File: src/inc/ceeu_map.svh
// ceeu_map.svh: offsets, bit positions, vectors and masks for the
// exception entry unit.
// assumes: included by bare name, after the package.
`ifndef CEEU_MAP_SVH
`define CEEU_MAP_SVH

// ==========================================================
// register offsets (byte addresses)
`define CEEU_OFF_MSW 8'h00
`define CEEU_OFF_SRA 8'h04
`define CEEU_OFF_SMS 8'h08
`define CEEU_OFF_ESY 8'h0C
`define CEEU_OFF_DFA 8'h10

// ==========================================================
// vector offsets
`define CEEU_VEC_EXT 32'h0000_0500
`define CEEU_VEC_ALN 32'h0000_0600
`define CEEU_VEC_PRG 32'h0000_0700

// ==========================================================
// machine state word bit positions
`define CEEU_MSW_EE 15
`define CEEU_MSW_PR 14
// fields zeroed on entry; critical, machine check and debug
// enables (bits 17, 12, 9) are kept
`define CEEU_MSW_CLR 32'h020C_ED30
`define CEEU_MSW_RST 32'h0000_0000

// ==========================================================
// exception syndrome bit positions
`define CEEU_ESY_MCI 31
`define CEEU_ESY_PIL 27
`define CEEU_ESY_PPR 26
`define CEEU_ESY_PTR 25
`define CEEU_ESY_PFP 24
`define CEEU_ESY_PAP 23
`define CEEU_ESY_PEU 22

`endif

File: src/inc/ceeu_pkg.sv
// ceeu_pkg: types of the exception entry unit.
// assumes: compiled before any design file.
package ceeu_pkg;

    // completing instruction class
    typedef enum logic [3:0] {
        CEEU_OP_PLAIN  = 4'h0,
        CEEU_OP_DCBZ   = 4'h1,
        CEEU_OP_LRSV   = 4'h2,
        CEEU_OP_STCND  = 4'h3,
        CEEU_OP_DCREAD = 4'h4,
        CEEU_OP_ILLEG  = 4'h5,
        CEEU_OP_FLOAT  = 4'h6,
        CEEU_OP_TRAP   = 4'h7,
        CEEU_OP_RETNC  = 4'h8
    } ceeu_op_t;

    // exception being taken, one-hot
    typedef enum logic [3:0] {
        CEEU_TK_NONE = 4'b0001,
        CEEU_TK_EXT  = 4'b0010,
        CEEU_TK_ALN  = 4'b0100,
        CEEU_TK_PRG  = 4'b1000
    } ceeu_take_t;

    // instruction at the completion boundary
    typedef struct packed {
        logic valid;
        ceeu_op_t op;
        logic priv_only;
        logic trap_hit;
        logic no_cache;
        logic [31:0] pc;
        logic [31:0] next_pc;
        logic [31:0] ea;
    } ceeu_retire_t;

    // register port request
    typedef struct packed {
        logic [7:0] addr;
        logic [31:0] wdata;
        logic we;
        logic re;
    } ceeu_bus_t;

    // redirect to the fetch unit
    typedef struct packed {
        logic valid;
        logic [31:0] pc;
    } ceeu_redir_t;

    // whole module state
    typedef struct packed {
        logic irq_s1;
        logic irq_s2;
        logic [31:0] msw;
        logic [31:0] sra;
        logic [31:0] sms;
        logic [31:0] esy;
        logic [31:0] dfa;
        logic [31:0] rdata;
        ceeu_redir_t redir;
        ceeu_take_t taken;
    } ceeu_state_t;

endpackage
File: src/hw/ceeu_core.sv
// ceeu_core: exception entry for the external, alignment and
// program interrupts, with the saved state registers.
// assumes: one clock, one completing instruction per cycle at
// most, the interrupt pin asynchronous to clk_sys.
`timescale 1ns/1ns
`default_nettype none
`include "ceeu_map.svh"

// What this block does
// - pin request takes external vector 0x0500
// - enable bit gates pin; clear ignores it
// - level request re-taken while held, enabled
// - external entry clears the async enable
// - external saves next sequential address
// - entry copies whole state word to save
// - entry zeroes listed fields, keeps others
// - zero-block on uncached memory aligns, 0x0600
// - unaligned reserve/conditional, privileged dcread
// - alignment exceptions cannot be masked
// - alignment saves own address, operand address
// - illegal and floating instructions, 0x0700
// - privileged instruction in user mode faults
// - satisfied trap saves its own address
// - program sets exactly one cause bit
// - program keeps machine check bit, clears rest
// - coprocessor and unit error causes stay clear
// - program exceptions cannot be masked
// - return restores address and state word
module ceeu_core
    import ceeu_pkg::*;
#(
    parameter logic [31:0] VEC_BASE = 32'h0000_0000
) (
    input wire logic clk_sys,
    input wire logic rst,
    input wire logic ext_irq,
    input wire ceeu_retire_t retire,
    input wire ceeu_bus_t bus,
    output logic [31:0] bus_rdata,
    output ceeu_redir_t redirect,
    output ceeu_take_t taken,
    output logic [31:0] machine_state_word
);

    // ==========================================================
    // helper functions

    // word alignment of an operand address
    function automatic logic is_unaligned(input logic [31:0] a);
        is_unaligned = (a[1:0] != 2'b00);
    endfunction

    // state word after entry: listed fields zeroed
    function automatic logic [31:0] entry_msw(input logic [31:0] m);
        entry_msw = m & ~`CEEU_MSW_CLR;
    endfunction

    // register read decode
    function automatic logic [31:0] reg_read(
        input ceeu_state_t s,
        input logic [7:0] a
    );
        unique case (a)
            `CEEU_OFF_MSW: reg_read = s.msw;
            `CEEU_OFF_SRA: reg_read = s.sra;
            `CEEU_OFF_SMS: reg_read = s.sms;
            `CEEU_OFF_ESY: reg_read = s.esy;
            `CEEU_OFF_DFA: reg_read = s.dfa;
            default: reg_read = 32'h0000_0000;
        endcase
    endfunction

    // ==========================================================
    // state and decode signals

    ceeu_state_t s_q;
    ceeu_state_t s_d;
    logic user_mode;
    logic ext_ok;
    logic prg_ill;
    logic prg_prv;
    logic prg_trp;
    logic aln_hit;
    logic prg_hit;
    logic [31:0] prg_esy;

    // ==========================================================
    // cause decode of the completing instruction

    always_comb begin
        user_mode = s_q.msw[`CEEU_MSW_PR];
        // floating point counts as illegal here
        prg_ill = retire.valid && (retire.op == CEEU_OP_ILLEG ||
            retire.op == CEEU_OP_FLOAT);
        prg_prv = retire.valid && !prg_ill && retire.priv_only &&
            user_mode;
        prg_trp = retire.valid && !prg_ill && !prg_prv &&
            retire.op == CEEU_OP_TRAP && retire.trap_hit;
        // no enable bit appears in any synchronous term
        prg_hit = prg_ill || prg_prv || prg_trp;
        aln_hit = 1'b0;
        if (retire.valid && !prg_ill && !prg_prv) begin
            unique case (retire.op)
                CEEU_OP_DCBZ:
                    aln_hit = retire.no_cache;
                CEEU_OP_LRSV, CEEU_OP_STCND:
                    aln_hit = is_unaligned(retire.ea);
                CEEU_OP_DCREAD:
                    aln_hit = !user_mode &&
                        is_unaligned(retire.ea);
                default:
                    aln_hit = 1'b0;
            endcase
        end
        // alignment has no mask either
        aln_hit = aln_hit && !prg_hit;
        // program syndrome: one cause, machine check kept
        prg_esy = 32'h0000_0000;
        prg_esy[`CEEU_ESY_MCI] = s_q.esy[`CEEU_ESY_MCI];
        prg_esy[`CEEU_ESY_PIL] = prg_ill;
        prg_esy[`CEEU_ESY_PPR] = prg_prv;
        prg_esy[`CEEU_ESY_PTR] = prg_trp;
        // coprocessor and unit error causes never raised
        prg_esy[`CEEU_ESY_PEU] = 1'b0;
        prg_esy[`CEEU_ESY_PFP] = 1'b0;
        prg_esy[`CEEU_ESY_PAP] = 1'b0;
        // external only at a clean boundary, not on a return
        ext_ok = s_q.irq_s2 && s_q.msw[`CEEU_MSW_EE] &&
            retire.valid && !prg_hit && !aln_hit &&
            retire.op != CEEU_OP_RETNC;
    end

    // ==========================================================
    // next state

    always_comb begin
        s_d = s_q;
        // two-flop synchroniser on the request pin
        s_d.irq_s1 = ext_irq;
        s_d.irq_s2 = s_q.irq_s1;
        s_d.redir = '0;
        s_d.taken = CEEU_TK_NONE;
        // read data stands the cycle after the strobe
        s_d.rdata = bus.re ? reg_read(s_q, bus.addr) : 32'h0000_0000;
        // software writes, overridden below by any entry that loads the same register
        if (bus.we) begin
            unique case (bus.addr)
                `CEEU_OFF_MSW: s_d.msw = bus.wdata;
                `CEEU_OFF_SRA: s_d.sra = bus.wdata;
                `CEEU_OFF_SMS: s_d.sms = bus.wdata;
                `CEEU_OFF_ESY: s_d.esy = bus.wdata;
                `CEEU_OFF_DFA: s_d.dfa = bus.wdata;
                default: s_d.sra = s_d.sra;
            endcase
        end
        // priority: program, alignment, external; one per cycle
        if (prg_hit) begin
            s_d.sra = retire.pc;
            s_d.sms = s_q.msw;
            s_d.msw = entry_msw(s_q.msw);
            s_d.esy = prg_esy;
            s_d.redir.valid = 1'b1;
            s_d.redir.pc = VEC_BASE | `CEEU_VEC_PRG;
            s_d.taken = CEEU_TK_PRG;
        end else if (aln_hit) begin
            s_d.sra = retire.pc;
            s_d.dfa = retire.ea;
            s_d.sms = s_q.msw;
            s_d.msw = entry_msw(s_q.msw);
            s_d.redir.valid = 1'b1;
            s_d.redir.pc = VEC_BASE | `CEEU_VEC_ALN;
            s_d.taken = CEEU_TK_ALN;
        end else if (ext_ok) begin
            // level request: re-taken at each enabled boundary
            s_d.sra = retire.next_pc;
            s_d.sms = s_q.msw;
            // enable cleared with the rest of the entry fields
            s_d.msw = entry_msw(s_q.msw);
            s_d.redir.valid = 1'b1;
            s_d.redir.pc = VEC_BASE | `CEEU_VEC_EXT;
            s_d.taken = CEEU_TK_EXT;
        end else if (retire.valid && retire.op == CEEU_OP_RETNC) begin
            s_d.msw = s_q.sms;
            s_d.redir.valid = 1'b1;
            s_d.redir.pc = s_q.sra;
        end
    end

    // ==========================================================
    // state register

    always_ff @(posedge clk_sys) begin
        if (rst) begin
            s_q <= '0;
            s_q.msw <= `CEEU_MSW_RST;
            s_q.taken <= CEEU_TK_NONE;
        end else begin
            s_q <= s_d;
        end
    end

    // ==========================================================
    // outputs, all from flops

    assign bus_rdata = s_q.rdata;
    assign redirect = s_q.redir;
    assign taken = s_q.taken;
    assign machine_state_word = s_q.msw;

endmodule // ceeu_core
`default_nettype wire

File: config.mk
export PLATFORM = sky130hd
export DESIGN_NAME = ceeu_core
export DESIGN_NICKNAME = d
export VERILOG_FILES = /design/src/inc/ceeu_pkg.sv /design/src/hw/ceeu_core.sv
export VERILOG_INCLUDE_DIRS = /design/src /design/src/inc
export SDC_FILE = /design/constraint.sdc
export NUM_CORES = 1
export LEC_CHECK = 0
export BUFFER_PORTS_ARGS = -buffer_cell sky130_fd_sc_hd__buf_2
export CAP_MARGIN = 20
export CORE_AREA = 2 2 163 165
export DETAILED_ROUTE_END_ITERATION = 10
export DIE_AREA = 0 0 165 167
export HOLD_SLACK_MARGIN = 0.12
export PLACE_DENSITY = 0.67
export SYNTH_ARGS = -nofsm -noshare
export SYNTH_HDL_FRONTEND = slang
export SYNTH_SLANG_ARGS = --single-unit
File: constraint.sdc
create_clock -name clk_sys -period 3.7 [get_ports clk_sys]
set_clock_uncertainty 0.05 [all_clocks]
set_input_delay 0.37 -clock clk_sys [delete_from_list [all_inputs] [get_ports clk_sys]]
set_output_delay 0.37 -clock clk_sys [all_outputs]
set_load 0.02 [all_outputs]
# == Word level (Yosys, flattened, before mapping) ==
# Cells that the tools add are included.
# totals
regBits,231
latch_bits,0
ram_bits,0
mem_bits_ro,0
mem_count,0
# op_classes
n_addsub,0
multipliers,0
div_mod_pow,0
magnitude_cmp,0
n_eq_ne,13
n_shift,0
mux,21
bitwise,5
n_reduce_logical,45
# op_table
op,n
2-to-1 mux 32 bit,8
2-to-1 mux 64 bit,3
2-to-1 mux 160 bit,1
case mux 32 bit (5 select lines),1
2-to-1 mux 37 bit,2
2-to-1 mux 33 bit,2
2-to-1 mux 28 bit,1
equality test 4 x 3 -> 1 bit (second input constant),4
equality test 8 x 4 -> 1 bit (second input constant),2
logical AND 1 bit,15
nonzero test 4 bit,3
AND reduction 2 bit,5
nonzero test 2 bit,5
equality test 4 x 2 -> 1 bit (second input constant),2
equality test 8 x 3 -> 1 bit (second input constant),1
equality test 8 x 5 -> 1 bit (second input constant),1
zero test 8 bit,1
OR reduction 2 bit,3
zero test 1 bit,5
inverter 1 bit,5
AND reduction 5 bit,1
OR reduction 5 bit,1
equality test 4 x 1 -> 1 bit (second input constant),1
equality test 4 bit (second input constant),1
other kinds (8),10

# == Depth between registers and ports, before layout ==
# logic_depth
word_depth,20
depth_mapped,9
depth_no_buf,5

# == Least setup slack after synthesis ==
# Ideal clock, no wire load.
# synth_timing
path_type,input to register
start,input bus[35] (netlist name)
end,register s_q[167] (netlist name)
setup_ns,0.129
arrival_time_ns,2.042
t_required_ns,3.521
slack_ns,1.479
cell_stages,7
n_path_buf,3
cell_sequence,or4_1 > buf_4 > or4_1 > buf_2 > buf_6 > o2111ai_2 > a21oi_1
# synth_via
elab_chain_cells,3
# synth_lines
item,line,rtl
from (decl),ceeu_core.sv:38,"input wire ceeu_bus_t bus,"
equality test 8 x 3 -> 1 bit,ceeu_core.sv:147,unique case (bus.addr)
nonzero test 4 bit (no source line),--,
AND reduction 2 bit (no source line),--,
to (decl),ceeu_core.sv:76,ceeu_state_t s_q;
# Every way passes these cells.
# A chain may end at the register's enable or synchronous reset.

# == Worst setup path after layout ==
# layout_timing
start,"register s_q, in the netlist machine_state_word[14]"
end,register s_q[172] (netlist name)
# layout_via
elab_chain_cells,14
elab_cells_between_ends,23
cone_classes,mux (5); reduce/logical (18)
# layout_lines
item,line,rtl
logical AND 1 bit,ceeu_core.sv:95,prg_prv = retire.valid && !prg_ill && retire.priv_only &&
zero test 1 bit,"ceeu_core.sv:97, ceeu_core.sv:102",
logical AND 1 bit,"ceeu_core.sv:97, ceeu_core.sv:102",
logical AND 1 bit,ceeu_core.sv:97,prg_trp = retire.valid && !prg_ill && !prg_prv &&
logical AND 1 bit,ceeu_core.sv:98,retire.op == CEEU_OP_TRAP && retire.trap_hit;
logical OR 1 bit,ceeu_core.sv:100,prg_hit = prg_ill || prg_prv || prg_trp;
zero test 1 bit,"ceeu_core.sv:116, ceeu_core.sv:129",
logical AND 1 bit,ceeu_core.sv:116,aln_hit = aln_hit && !prg_hit;
zero test 1 bit,ceeu_core.sv:129,retire.valid && !prg_hit && !aln_hit &&
logical AND 1 bit (2 in a row),ceeu_core.sv:128,ext_ok = s_q.irq_s2 && s_q.msw[`CEEU_MSW_EE] &&
2-to-1 mux 64 bit,ceeu_core.sv:173,end else if (ext_ok) begin
2-to-1 mux 64 bit,ceeu_core.sv:165,end else if (aln_hit) begin
2-to-1 mux 64 bit,ceeu_core.sv:157,if (prg_hit) begin
# Parallel ways exist; a longest one is shown, timed or not.

==> results_tabular.tex <==
\begin{tabular}{lr}
\hline
Metric & Value \\
\hline
\multicolumn{2}{l}{\textbf{CTS}} \\
Number of gates resized after CTS & 0 \\
Clock-pin slew of the registers on the worst-case setup and hold paths & 0.07 ns \\
Worst skew pair latency & 0.54 ns \\
Number of clock sinks & around 230 \\
TritonCTS clock tree & done \\
Clock tree buffer depth & 3 \\
Root Buffer & clkbuf\_16 \\
Level count of the clock H-tree & 1 \\
Number of buffers inserted during clock tree synthesis & 26 \\
Setup Fix Bufs, Post-CTS & 0 \\
\multicolumn{2}{l}{\textbf{Placement}} \\
Gp weighted congestion & 0.905 \\
Final HPWL from detailed placement & 27000 um \\
Worst-case setup slack after placement & 0.945 ns \\
Placed cells & approximately 1700 \\
PortBufs & around 250 \\
\multicolumn{2}{l}{\textbf{Layout}} \\
Area Growth Syn to Fin & 22.0\% \\
Most common cell after layout, fill and taps aside & buf\_2 \\
Post-layout net count & around 1600 \\
Fraction of layout instances using a drive strength above 1 & roughly 25\% \\
Post-Layout Cell Count & about 1800 \\
\# diodes & 0 \\
Top library cells by usage in the layout, fill and taps aside & buf\_2 (249), dfxtp\_1 (231), nand2\_1 (123) \\
\multicolumn{2}{l}{\textbf{Pwr}} \\
Highest ir drop seen on vdd & approximately 0.37 mV \\
Clk pwr share & 46.3\% \\
Combinational cell fraction of total power & between 10 and 15\% \\
Int Pwr & 4490 uW \\
Total power draw & around 6000 uW \\
Portion of total power attributed to sequential cells & between 40\% and 50\% \\
Power spent charging and discharging nets & 1510 uW \\
Leakage power summed over all cells & 0.00586 uW \\
Pwr per Cell Area & around 430 nW/um\^{}2 \\
Switch share & roughly a quarter \\
\multicolumn{2}{l}{\textbf{Timing}} \\
Final hold viol count & 0 \\
Setup\_tns & 0 ns \\
Final count of pins violating max slew & 0 \\
Final cycle utilization of the critical path & between 80\% and 90\% \\
Minimum period implied by the final worst setup slack & $\sim$3.3 ns \\
Final setup viols & 0 \\
Setup WS post-layout & 0.432 ns \\
Max-slew headroom & 34.0\% \\
RSZ-0062 raised after global routing & no \\
Worst-margin pin slew & between 0.9 and 1 ns \\
Max Fclk & $\sim$310 MHz \\
\multicolumn{2}{l}{\textbf{Routing}} \\
Highest metal layer with signal wires & met5 \\
Total routed wirelength & 40600 um \\
Met3 wire length & between 4000 and 5000 um \\
Detail Route met2 WL & 17000 um \\
Routed wire length per instance & between 20 and 25 um \\
Average via count per standard cell & 6.08 \\
Via count of the routed design & roughly 11000 \\
Total iterations of the first detailed-routing run & 6 \\
ANT nets after route & 0 \\
Routed met1 length & 17500 um \\
Remaining routing DRC violations & 0 \\
Starting DRT DRC Count & 1339 \\
\multicolumn{2}{l}{\textbf{Global route}} \\
Total Routing Usage GR & about 28\% \\
Vias in the first global route & 10377 \\
First-pass GRT wire length & 60800 um \\
Maximum number of pins on one net before global-route repair & 87 \\
Total global routing overflow & 0 \\
Antenna violations before repair & 2 \\
\multicolumn{2}{l}{\textbf{Synthesis}} \\
Syn nets & 1439 \\
Sequential cell area fraction in the yosys report & around two fifths \\
Distinct cell type count after synthesis & 52 \\
Most used flip-flop cell after synthesis & dfxtp\_1 \\
Register bit total from synthesis & 231 \\
Number of enable-type register cells in the synthesized netlist & 0 \\
Async SR Flop Fraction & 0\% \\
Mapped cell area & 11400 um\^{}2 \\
Mapped Cells & 1290 \\
Syn Area/Cell & just under 9 um\^{}2 \\
Synth warn & 0 \\
\multicolumn{2}{l}{\textbf{Critical path}} \\
Data required time at the worst endpoint & 4.12 ns \\
Critical path cell sequence & nor4\_1, o2111a\_2, buf\_4, o41ai\_1, a31oi\_1, dlygate4sd3\_1 \\
Kind of start point of the critical path & flip-flop \\
Largest stage delay on the critical path & 0.76 ns \\
Number of buffer and inverter instances along the worst setup path & 2 \\
Worst-path maximum fanout & 37 \\
Nature of the critical path endpoint & flip-flop \\
Cell type group with the largest total delay on the critical path & compound AO/OA/AOI/OAI gates \\
CP Data Arrival Time & roughly 3.7 ns \\
Crit Path Class & reg2reg \\
Slowest CP cell & o2111a\_2 \\
\multicolumn{2}{l}{\textbf{Run}} \\
Max capacitance violation total & 0 \\
\multicolumn{2}{l}{\textbf{Hold path}} \\
Path category of the worst min-delay check & in2reg \\
\multicolumn{2}{l}{\textbf{Floorplanning}} \\
Effective utilization at floorplan & 44.3\% \\
Placeable core area & between 20000 and 30000 um\^{}2 \\
Die extent in x & roughly 170 um \\
Top Ports & between 200 and 300 \\
Die Area & about 28000 um\^{}2 \\
Number of cell rows & a little under 60 \\
Height of the die & roughly 170 um \\
\multicolumn{2}{l}{\textbf{Status}} \\
Outcome & finished, final reports clean \\
\hline
\end{tabular}
[worst register-to-register path, delay by kind of cell, from the launching register on]
| kind | cells | cell delay (ns) |
|---|---|---|
| buffers and inverters | 2 | 1.04 |
| DFF | 1 | 0.43 |
| and+or+nand+nor | 1 | 0.60 |
| AOI/OAI and AO/OA | 3 | 1.08 |
[through the flow]
| step | hold slack, ns | util [%] | cell area [um^2] |
|---|---|---|---|
| after global placement | 0.369 | 47.0 | 12100 |
| after global routing | 0.130 | 54.0 | 13900 |
| after floorplan | 0.364 | - | 11400 |
| after CTS | 0.123 | 54.0 | 13900 |
| final | 0.136 | 54.0 | 13900 |
| after detailed placement | 0.379 | 47.0 | 12100 |
[cell type report]
| type | instances | area [um^2] |
|---|---|---|
| sequential | 231 | 4620 |
| inverter | 3 | 11.3 |
| timing repair buffer | 380 | 2460 |
| fill | 2362 | 11800 |
| clock buffer | 36 | 779 |
| tap | 335 | 419 |
| clock inverter | 12 | 153 |
| multi-input combinational | 817 | 5470 |
[repair_timing]
| item | in CTS | in global routing |
|---|---|---|
| hold endpoints to repair | 88 | 0 |
| hold buffers | 89 | 0 |
| endpoints found under the setup margin | 0 | 0 |
[cell families (layout without fill, tap and decap cells)]
logic type	count (synthesis)	count (layout)	synth area share (%)
mux	94	94	8.25
simple gates	269	269	12.2
buf+inv	242	431	12.0
compound gates	453	453	27.0
flops	231	231	40.5
xor+xnor	1	1	0.0768
[routing by layer]
metal	track usage (%)	vias up
met5	0	-
met4	9.19	4
met3	8.32	95
met2	40.1	612
met1	41.0	5253
li1	-	5074
[state kept, by name, summed over array words and instances (netlist names)]
signal,cells
machine_state_word,32
taken,4
redirect,33
prg_esy,1
s_d,1
bus_rdata,32
s_q,128
[Yosys cell counts (2+ instances only)]
cell,n,area (um^2)
a21oi_1,114,571
nand2_1,123,462
buf_6,3,33.8
nor4_1,3,18.8
inv_1,3,11.3
buf_4,106,796
a222oi_1,2,20.0
o21ai_1,3,15.0
clkbuf_1,92,345
buf_2,30,150
o41ai_1,32,280
o2111ai_2,4,60.1
nor4_4,2,42.5
a311oi_2,14,210
o21a_1,3,22.5
a211oi_1,11,82.6
dfxtp_1,231,4620
and2_1,5,31.3
nor2b_1,3,18.8
nand3_1,10,50.1
mux2i_1,94,941
nand4_1,30,188
and3_1,49,307
o21ai_0,93,465
nor2_1,22,82.6
a311oi_1,12,105
o2111ai_1,29,254
buf_1,8,30.0
or3_1,5,31.3
a32oi_1,9,78.8
a31oi_1,64,400
or4_1,2,15.0
o2bb2ai_1,27,236
a22oi_1,30,225
nor3_1,2,10.0
nand2b_1,3,18.8
o31ai_1,2,15.0
[power groups by stage]
| stage | logic, uW | registers [uW] | clock network, uW |
|---|---|---|---|
| detailed placement | 525 | 2660 | 0 |
| floorplan | 312 | 2630 | 0 |
| finish | 615 | 2600 | 2770 |
| global route | 657 | 2610 | 2900 |
| global placement | 518 | 2650 | 0 |
| CTS | 602 | 2600 | 2790 |
[path summary, 6_finish.rpt]
| path | from | endpoint | slack, ns | cells after the start |
|---|---|---|---|---|
| setup / recovery | machine_state_word[14]$_SDFFE_PP0P_ | s_q[172]$_SDFFE_PP0P_ | 0.43 | 6 |
| setup reg to reg | machine_state_word[14]$_SDFFE_PP0P_ | s_q[172]$_SDFFE_PP0P_ | 0.43 | 6 |
| hold reg to reg | s_d[229]$_SDFF_PP0_ | s_q[229]$_SDFF_PP0_ | 0.39 | 1 |
| hold / removal | bus[23] | s_q[122]$_SDFFE_PP0P_ | 0.14 | 3 |
Power figures use the tool's default switching activity.
